<file path="config.mk">
export PLATFORM = sky130hd
export DESIGN_NAME = cts_status
export DESIGN_NICKNAME = d
export VERILOG_FILES = /design/src/rtl/cts_pkg.sv /design/src/rtl/cts_status.sv /design/src/rtl/cts_bvbit.sv
export SDC_FILE = /design/constraint.sdc
export NUM_CORES = 1
export LEC_CHECK = 0
export BUFFER_PORTS_ARGS = -buffer_cell sky130_fd_sc_hd__buf_4
export CAP_MARGIN = 40
export CORE_MARGIN = 2
export CORE_UTILIZATION = 38
export DETAILED_ROUTE_END_ITERATION = 10
export GPL_TIMING_DRIVEN = 0
export PLACE_DENSITY = 0.78
export SLEW_MARGIN = 30
export SYNTH_ARGS = -nofsm -noshare
export SYNTH_HDL_FRONTEND = slang
export SYNTH_SLANG_ARGS = --single-unit
export TNS_END_PERCENT = 30
</file>
<file path="constraint.sdc">
create_clock -name CLOCK -period 1.7 [get_ports CLOCK]
set_input_delay 0.51 -clock CLOCK [delete_from_list [all_inputs] [get_ports CLOCK]]
set_output_delay 0.51 -clock CLOCK [all_outputs]
set_load 0.005 [all_outputs]
</file>
<file path="src/rtl/cts_pkg.sv">
// Operation
// - counter event sets counter-event flag next cycle
// - retrigger sets retrigger flag next cycle
// - overflow sets overflow flag next cycle
// - write one clears flag, zero ignored
// - status at 0x30, resets to 0x1
// - bits 27:24 mirror channel output levels
// - compare buffer valid: set write, clear update
// - capture buffer valid: set capture, clear read
// - nonrecoverable fault state clears only input low
// - fault clear resumes from last count
// - fault b state set, hw/sw clear, releases
// - fault a state behaves like fault b
// - bits 11:8 show live fault inputs
// - period buffer valid set/clear rules
// - waveform buffer valid set/clear rules
// - pattern buffer valid set/clear rules
// - debug fault state set debug, clear outside
// - debug fault halts counter, forces outputs
// - ramp index shows cycle b in dual ramp
// - stopped sets on stop, clears on count
`default_nettype none
package cts_pkg;
  localparam logic [7:0] ADDR_INTENABLE = 8'h28;
  localparam logic [7:0] ADDR_INTFLAG   = 8'h2c;
  localparam logic [7:0] ADDR_STATUS    = 8'h30;
  localparam logic [7:0] ADDR_CTRL      = 8'h40;
  localparam logic [31:0] STATUS_RESET  = 32'h0000_0001;
  localparam int FL_OVERFLOW = 0;
  localparam int FL_RETRIG   = 1;
  localparam int FL_COUNT    = 2;
  localparam int ST_STOP = 0;
  localparam int ST_RAMP = 1;
  localparam int ST_DBGF = 3;
  localparam int ST_PATT = 5;
  localparam int ST_WAVE = 6;
  localparam int ST_PER  = 7;
  localparam int ST_FIN  = 8;
  localparam int ST_FA   = 12;
  localparam int ST_FB   = 13;
  localparam int ST_NR   = 14;
  localparam int ST_CCBV = 16;
  localparam int ST_CMP  = 24;
  localparam int CT_LOCK   = 0;
  localparam int CT_DBGDET = 1;
  localparam int CT_HALTA = 2;
  localparam int CT_HALTB = 3;
  localparam int CT_CAPT  = 4;
  localparam logic [1:0] RAMP_SINGLE  = 2'h0;
  localparam logic [1:0] RAMP_DUALALT = 2'h1;
  localparam logic [1:0] RAMP_DUAL    = 2'h2;
  typedef struct packed {
    logic       counter_event;
    logic       retrigger;
    logic       overflow;
    logic       update;
    logic       stop_cmd;
    logic       single_shot;
    logic       count_step;
    logic       ramp_cycle_b;
    logic [1:0] ramp_mode;
  } cts_ev_t;
  typedef struct packed {
    logic [1:0] nonrec_in;
    logic       rec_input_b;
    logic       rec_input_a;
    logic       resume_a;
    logic       resume_b;
  } cts_flt_t;
endpackage
`default_nettype wire

</file>
<file path="src/rtl/cts_status.sv">
`timescale 1ns/10ps
`default_nettype none
module cts_status
  import cts_pkg::*;
(
  input  wire logic          CLOCK,
  input  wire logic          RST,
  input  wire logic [7:0]    ADDR,
  input  wire logic [31:0]   WDATA,
  input  wire logic          WR,
  input  wire logic          RD,
  output logic [31:0]        RDATA,
  input  wire cts_pkg::cts_ev_t  EV,
  input  wire cts_pkg::cts_flt_t FLT,
  input  wire logic [3:0]    CH_LEVEL,
  input  wire logic [3:0]    CH_BUF_WRITE,
  input  wire logic [3:0]    CH_CAPTURE,
  input  wire logic [3:0]    CH_CC_READ,
  input  wire logic          PER_BUF_WRITE,
  input  wire logic          WAVE_BUF_WRITE,
  input  wire logic          PATT_BUF_WRITE,
  input  wire logic          DEBUG_MODE,
  input  wire logic [7:0]    NONREC_OUTPUT_ENABLE,
  input  wire logic [7:0]    NONREC_OUTPUT_VALUE,
  input  wire logic [7:0]    WAVE_IN,
  output logic [7:0]         WAVE_OUT,
  output logic               COUNTER_HALT,
  output logic               IRQ
);
  import cts_pkg::*;

  logic [2:0]  flag_r;
  logic [2:0]  inten_r;
  logic [4:0]  ctrl_r;
  logic [1:0]  nonrec_r;
  logic        fault_a_r;
  logic        fault_b_r;
  logic        dbg_fault_r;
  logic        stop_r;
  logic [3:0]  ccbv;
  logic        per_valid;
  logic        wave_valid;
  logic        patt_valid;
  logic [31:0] status;
  logic [31:0] rd_nxt;
  logic        wr_flag;
  logic        wr_stat;
  logic        lock_upd;
  logic [2:0]  ev_set;

  assign wr_flag  = WR && (ADDR == ADDR_INTFLAG);
  assign wr_stat  = WR && (ADDR == ADDR_STATUS);
  assign lock_upd = ctrl_r[CT_LOCK];
  assign ev_set  = {EV.counter_event, EV.retrigger, EV.overflow};

  // events are registered, so each flag shows one cycle after its event
  always_ff @(posedge CLOCK) begin
    if (RST)
      flag_r <= 3'h0;
    else
      flag_r <= ev_set | (flag_r & ~(wr_flag ? WDATA[2:0] : 3'h0));
  end

  always_ff @(posedge CLOCK) begin
    if (RST)
      inten_r <= 3'h0;
    else if (WR && ADDR == ADDR_INTENABLE)
      inten_r <= WDATA[2:0];
  end

  always_ff @(posedge CLOCK) begin
    if (RST)
      ctrl_r <= 5'h00;
    else if (WR && ADDR == ADDR_CTRL)
      ctrl_r <= WDATA[4:0];
  end

  assign IRQ = |(flag_r & inten_r);

  // nonrecoverable state holds while input active; clear ignored then
  genvar g;
  generate
    for (g = 0; g < 2; g++) begin : g_nr
      always_ff @(posedge CLOCK) begin
        if (RST)
          nonrec_r[g] <= 1'b0;
        else if (FLT.nonrec_in[g])
          nonrec_r[g] <= 1'b1;
        else if (wr_stat && WDATA[ST_NR+g])
          nonrec_r[g] <= 1'b0;
      end
    end
  endgenerate

  always_ff @(posedge CLOCK) begin
    if (RST)
      fault_a_r <= 1'b0;
    else if (FLT.rec_input_a)
      fault_a_r <= 1'b1;
    else if (FLT.resume_a || (wr_stat && WDATA[ST_FA]))
      fault_a_r <= 1'b0;
  end

  always_ff @(posedge CLOCK) begin
    if (RST)
      fault_b_r <= 1'b0;
    else if (FLT.rec_input_b)
      fault_b_r <= 1'b1;
    else if (FLT.resume_b || (wr_stat && WDATA[ST_FB]))
      fault_b_r <= 1'b0;
  end

  always_ff @(posedge CLOCK) begin
    if (RST)
      dbg_fault_r <= 1'b0;
    else if (DEBUG_MODE && ctrl_r[CT_DBGDET])
      dbg_fault_r <= 1'b1;
    else if (!DEBUG_MODE && wr_stat && WDATA[ST_DBGF])
      dbg_fault_r <= 1'b0;
  end

  always_ff @(posedge CLOCK) begin
    if (RST)
      stop_r <= STATUS_RESET[ST_STOP];
    else if (EV.stop_cmd || (EV.update && EV.single_shot))
      stop_r <= 1'b1;
    else if (EV.count_step)
      stop_r <= 1'b0;
  end

  // capture channels clear on read; compare channels on update or lock_update write
  generate
    for (g = 0; g < 4; g++) begin : g_cc
      cts_bvbit u_bv (
        .CLOCK (CLOCK),
        .RST   (RST),
        .set_i (ctrl_r[CT_CAPT] ? CH_CAPTURE[g] : CH_BUF_WRITE[g]),
        .clr_i (ctrl_r[CT_CAPT] ? CH_CC_READ[g]
                : (EV.update || (wr_stat && lock_upd && WDATA[ST_CCBV+g]))),
        .q_o   (ccbv[g])
      );
    end
  endgenerate

  cts_bvbit u_per (
    .CLOCK (CLOCK),
    .RST   (RST),
    .set_i (PER_BUF_WRITE),
    .clr_i ((EV.update && lock_upd) || (wr_stat && WDATA[ST_PER])),
    .q_o   (per_valid)
  );

  cts_bvbit u_wave (
    .CLOCK (CLOCK),
    .RST   (RST),
    .set_i (WAVE_BUF_WRITE),
    .clr_i ((EV.update && lock_upd) || (wr_stat && WDATA[ST_WAVE])),
    .q_o   (wave_valid)
  );

  cts_bvbit u_patt (
    .CLOCK (CLOCK),
    .RST   (RST),
    .set_i (PATT_BUF_WRITE),
    .clr_i ((EV.update && lock_upd) || (wr_stat && WDATA[ST_PATT])),
    .q_o   (patt_valid)
  );

  // counter resumes from its own count; restart is software's job before clear
  assign COUNTER_HALT = dbg_fault_r | (|nonrec_r)
                      | (fault_a_r & ctrl_r[CT_HALTA]) | (fault_b_r & ctrl_r[CT_HALTB]);

  generate
    for (g = 0; g < 8; g++) begin : g_wo
      always_ff @(posedge CLOCK) begin
        if (RST)
          WAVE_OUT[g] <= 1'b0;
        else if (dbg_fault_r && NONREC_OUTPUT_ENABLE[g])
          WAVE_OUT[g] <= NONREC_OUTPUT_VALUE[g];
        else
          WAVE_OUT[g] <= WAVE_IN[g];
      end
    end
  endgenerate

  always_comb begin
    status = 32'h0;
    status[ST_CMP+3:ST_CMP]   = CH_LEVEL;
    status[ST_CCBV+3:ST_CCBV] = ccbv;
    status[ST_NR+1:ST_NR]     = nonrec_r;
    status[ST_FB]             = fault_b_r;
    status[ST_FA]             = fault_a_r;
    status[ST_FIN+3:ST_FIN]   = {FLT.nonrec_in[1], FLT.nonrec_in[0],
                                 FLT.rec_input_b, FLT.rec_input_a};
    status[ST_PER]            = per_valid;
    status[ST_WAVE]           = wave_valid;
    status[ST_PATT]           = patt_valid;
    status[ST_DBGF]           = dbg_fault_r;
    status[ST_RAMP]           = (EV.ramp_mode != RAMP_SINGLE) && EV.ramp_cycle_b;
    status[ST_STOP]           = stop_r;
  end

  always_comb begin
    case (ADDR)
      ADDR_INTENABLE: rd_nxt = {29'h0, inten_r};
      ADDR_INTFLAG:   rd_nxt = {29'h0, flag_r};
      ADDR_STATUS:    rd_nxt = status;
      ADDR_CTRL:      rd_nxt = {27'h0, ctrl_r};
      default:        rd_nxt = 32'h0;
    endcase
  end

  always_ff @(posedge CLOCK) begin
    if (RST)
      RDATA <= 32'h0;
    else if (RD)
      RDATA <= rd_nxt;
    else
      RDATA <= 32'h0;
  end

  stop_reset_a: assert property (@(posedge CLOCK) $fell(RST) |-> status[ST_STOP])
    else $error("stopped not set after reset");
  overflow_flag_a: assert property (@(posedge CLOCK) disable iff (RST) EV.overflow |=> flag_r[FL_OVERFLOW])
    else $error("overflow flag missed");
  retrig_flag_a: assert property (@(posedge CLOCK) disable iff (RST) EV.retrigger |=> flag_r[FL_RETRIG])
    else $error("retrigger flag missed");
  event_flag_a: assert property (@(posedge CLOCK) disable iff (RST) EV.counter_event |=> flag_r[FL_COUNT])
    else $error("counter event flag missed");
  flag_clear_a: assert property (@(posedge CLOCK) disable iff (RST)
    (wr_flag && WDATA[FL_OVERFLOW] && !EV.overflow) |=> !flag_r[FL_OVERFLOW])
    else $error("overflow flag not cleared");
  irq_gate_a: assert property (@(posedge CLOCK) disable iff (RST) IRQ == |(flag_r & inten_r))
    else $error("interrupt mismatch");
  nr_hold_a: assert property (@(posedge CLOCK) disable iff (RST)
    FLT.nonrec_in[0] |=> nonrec_r[0])
    else $error("nonrecoverable state not held");
  dbg_halt_a: assert property (@(posedge CLOCK) disable iff (RST) dbg_fault_r |-> COUNTER_HALT)
    else $error("counter not halted in debug fault");
  ramp_single_a: assert property (@(posedge CLOCK) disable iff (RST)
    (EV.ramp_mode == RAMP_SINGLE) |-> !status[ST_RAMP])
    else $error("ramp index set in single ramp");
  stop_clear_a: assert property (@(posedge CLOCK) disable iff (RST)
    (EV.count_step && !EV.stop_cmd && !EV.update) |=> !stop_r)
    else $error("stopped not cleared by count");
  dbg_keep_a: assert property (@(posedge CLOCK) disable iff (RST)
    (dbg_fault_r && DEBUG_MODE) |=> dbg_fault_r)
    else $error("debug fault cleared in debug mode");
endmodule // cts_status
`default_nettype wire

</file>
<file path="src/rtl/cts_bvbit.sv">
`timescale 1ns/10ps
`default_nettype none
module cts_bvbit (
  input  wire logic CLOCK,
  input  wire logic RST,
  input  wire logic set_i,
  input  wire logic clr_i,
  output logic      q_o
);
  always_ff @(posedge CLOCK) begin
    if (RST)
      q_o <= 1'b0;
    else if (set_i)
      q_o <= 1'b1;
    else if (clr_i)
      q_o <= 1'b0;
  end
endmodule // cts_bvbit
`default_nettype wire

</file>
==> results by group <==
Run status
  – Outcome: finished, violations left
  – Violations in the final reports: setup timing

Critical path
  – Critical path fanouts, max: 3
  – Kind of start point of the critical path: flip-flop
  – Data required time at the worst endpoint: around 1.2 ns
  – Origin of the worst setup path: inten_r[0]
  – Worst setup path category: reg -> out
  – Worst R2R Path Depth: 3
  – Critical Path Sink Type: output pin
  – Capture point of the worst path: IRQ
  – Critical R2R Capture: g_cc[0].u_bv.q_o
  – Flop2flop setup slack: 0.59 ns
  – Worst r2r src: ctrl_r[4]
  – Critical path data arrival time: 1.21 ns

Route
  – Routed wire length per instance: approximately 13 um
  – DR vias: around 2200
  – Total detailed-routing wirelength: about 6000 um
  – Initial detailed-routing violation count: 86
  – First-pass iteration count of the detailed router: 4
  – Via density per instance: 4.85
  – Remaining antenna violation count after routing: 0
  – DR DRC count: 0

Timing
  – Final setup skew: between 0.004 and 0.005 ns
  – Setup repair after global routing missed its margin: true
  – Actual transition at the worst max-transition pin: ~0.54 ns
  – Shortest clock period the worst path allows after layout: between 1.5 and 2 ns
  – Setup WS post-layout: -0.0163 ns
  – Achievable clock frequency: slightly below 600 MHz
  – Final Hold Fails: 0
  – Max-slew violation count: 0
  – Final period utilization: 101%
  – Worst hold slack across all endpoints: 0.376 ns
  – Setup Viol. Count Final: 1
  – Max-slew headroom: about 64%

Clocking
  – Clock edge transition at the registers on the reported setup and hold paths: roughly 0.10 ns
  – Buffer levels on the longest clock path: 2
  – CTS root buf: sky130_fd_sc_hd__clkbuf_8
  – Clock Sink Count: 56
  – H-tree depth: 2
  – CTS hold repair buffers: 0
  – Clock tree from TritonCTS: yes
  – Clock Latency Late Sink: around 0.31 ns
  – Number of buffers created by CTS: 5

Synthesis
  – Post-synth design cell area: 2230 sq um
  – Cells after synthesis: between 200 and 250
  – Top FF cell, synth: sky130_fd_sc_hd__dfxtp_1
  – Count of different cell masters after synthesis: 36
  – Proportion of netlist area held by the largest area contributor: 50.3%
  – Leading area contributor after synthesis: sky130_fd_sc_hd__dfxtp_1
  – Avg Cell Area, Syn: about 9 sq um
  – Most numerous cell types in the synthesized netlist: sky130_fd_sc_hd__dfxtp_1 (56), sky130_fd_sc_hd__nand2_1 (25), sky130_fd_sc_hd__a21oi_1 (23)
  – Cell types occupying the most area after synthesis: sky130_fd_sc_hd__dfxtp_1 (50%), sky130_fd_sc_hd__and2_1 (5.9%), sky130_fd_sc_hd__a21oi_1 (5.2%)
  – Number of synthesis warnings: 0
  – Seq/Total Area, Yosys: about half
  – Most instantiated library cell after synthesis: sky130_fd_sc_hd__dfxtp_1
  – FFs w/ async S/R, synth: 0%
  – Number of enable flip-flop cells after synthesis: 0
  – Seq cells post-synth: between 50 and 60

Placed design
  – Placer congestion estimate: between 0.7 and 0.8
  – Number of port buffers: 120
  – HPWL reported at the end of detailed placement: between 4000 and 5000 um
  – Post-Place Setup Slack: -0.302 ns

Min path
  – Worst min-delay path category: in -> reg

Cells and area
  – Fillcell total: between 500 and 600
  – Nets: about 480
  – Register area: ~1100 sq um
  – Area delta synth->final: 53.0%
  – Antenna cell count: 0
  – Area occupied by multi-input gates: roughly 1000 sq um
  – Fraction of final layout cells sized beyond drive strength 1: 39.2%

Power and ir drop
  – Portion of total power attributed to sequential cells: 53.1%
  – Internal power of the cells: around 2000 uW
  – Share of power burned in the clock network: 34.7%
  – Share of total power consumed by net switching: 22.6%
  – Cell leakage power: between 0.0015 and 0.002 uW
  – Total chip power: 2570 uW
  – Combinational share of power: 12.2%
  – Max IR drop VDD: 0.581 mV
  – Power density cells: 754 nW/um^2
  – NetSw: just under 600 uW

GRT
  – Wire length of the first global-routing pass: 9460 um
  – Global-route usage over all layers: between 10% and 20%
  – Pin count of the biggest net entering global routing: 19
  – Initial antenna violation count: 0
  – Total grt overflow: 0
  – Vias in the first global route: 2141

Die
  – Y dimension of the die: just over 80 um
  – Total die area: ~6500 sq um
  – Row cnt: 27
  – Floorplan die width: 80.6 um
  – Effective utilization at floorplan: 40.0%
  – Area of the placeable core: approximately 5600 sq um
  – I/O pins: 146

Job
  – Max-cap violations: 0
## sequential cells by signal (all words and copies together) (netlist names)
name,cells
u_patt.q_o,1
RDATA,24
u_per.q_o,1
WAVE_OUT,8
fault_a_r,1
flag_r,3
ctrl_r,5
u_wave.q_o,1
stop_r,1
inten_r,3
g_cc.u_bv.q_o,4
fault_b_r,1
nonrec_r,2
dbg_fault_r,1
## timing repair
| item | in CTS | in global routing |
|---|---|---|
| buffers inserted | 1 | 0 |
| resized for setup | 8 | 2 |
| pin swaps | 2 | 0 |
| endpoints found under the setup margin | 2 | 7 |
## cell usage in the layout (no fill, tap or decap), types with 2 or more instances in the layout
cell and n:
sky130_fd_sc_hd__clkbuf_8 5, sky130_fd_sc_hd__a22oi_1 5, sky130_fd_sc_hd__nand2b_1 2, sky130_fd_sc_hd__nor2_1 16, sky130_fd_sc_hd__and3_1 3, sky130_fd_sc_hd__clkbuf_1 4
sky130_fd_sc_hd__mux2i_1 10, sky130_fd_sc_hd__conb_1 8, sky130_fd_sc_hd__and2_1 21, sky130_fd_sc_hd__o21a_1 10, sky130_fd_sc_hd__dfxtp_1 54, sky130_fd_sc_hd__a21boi_1 2
sky130_fd_sc_hd__inv_1 11, sky130_fd_sc_hd__o22a_1 2, sky130_fd_sc_hd__buf_2 2, sky130_fd_sc_hd__a31oi_1 4, sky130_fd_sc_hd__a21oi_1 23, sky130_fd_sc_hd__nand2_1 25
sky130_fd_sc_hd__buf_4 130, sky130_fd_sc_hd__o21ai_0 4, sky130_fd_sc_hd__nand3_1 12, sky130_fd_sc_hd__a32o_1 3
## worst min-delay path by stage
| stage | startpoint | endpoint | slack (ns) | depth (start not counted) |
|---|---|---|---|---|
| final | EV[3] | stop_r | 0.38 | 2 |
| after global routing | WDATA[3] | dbg_fault_r | 0.37 | 2 |
| after CTS | EV[3] | stop_r | 0.38 | 2 |
| after detailed placement | u_per.q_o | RDATA[7] | 0.44 | 1 |
| after global placement | u_per.q_o | RDATA[7] | 0.44 | 1 |
| after floorplan | u_patt.q_o | RDATA[5] | 0.43 | 1 |
## area by class of cell
class | count | area share (%)
multi-input cells | 165 | 29.4
clock inverters | 3 | 1.36
repair buffers | 121 | 26.6
plain buffers | 17 | 3.78
clock buffers | 5 | 2.02
flip-flops and latches | 56 | 33.0
well taps | 72 | 2.64
inverters | 11 | 1.21
## logic make-up after synthesis
family | share of synthesized area (%)
AND/OR/NAND/NOR | 21.3
AO/OA/AOI/OAI | 16.4
flip-flops | 50.3
buffers and inverters | 6.85
multiplexers | 4.99
other | 0.168
## per-layer routing
| layer | vias to the layer above | global-route usage [%] | wire length, um |
|---|---|---|---|
| li1 | 1087 | - | - |
| met1 | 989 | 21.0 | 2340 |
| met2 | 96 | 34.6 | 2990 |
| met3 | 9 | 4.94 | 588 |
| met4 | 0 | 6.10 | 104 |
| met5 | - | 0 | 0 |
## through the flow
| stage | instances | setup TNS, ns | instance area (sq um) | util [%] |
|---|---|---|---|---|
| 4_1_cts | 450 | -0.0289 | 3400 | 60.9 |
| 6_report | 450 | -0.0163 | 3410 | 61.2 |
| 2_1_floorplan | 250 | 0 | 2260 | - |
| 5_1_grt | 450 | -0.108 | 3410 | 61.2 |
| 3_3_place_gp | 442 | -4.26 | 3250 | 58.2 |
| 3_5_place_dp | 442 | -4.53 | 3250 | 58.2 |
## critical path, cell delays in order (launching register included)
cell	delay [ns]
sky130_fd_sc_hd__dfxtp_2	0.34
sky130_fd_sc_hd__a222oi_1	0.35
sky130_fd_sc_hd__inv_1	0.08
sky130_fd_sc_hd__buf_4	0.14
## power by group through the flow
stage	Clock (uW)	Combinational [uW]	Sequential [uW]
after floorplan	0	103	1390
after global placement	0	305	1390
after detailed placement	0	311	1400
after CTS	907	312	1360
after global routing	962	349	1370
final	892	315	1370
Power figures use the tool's default switching activity.
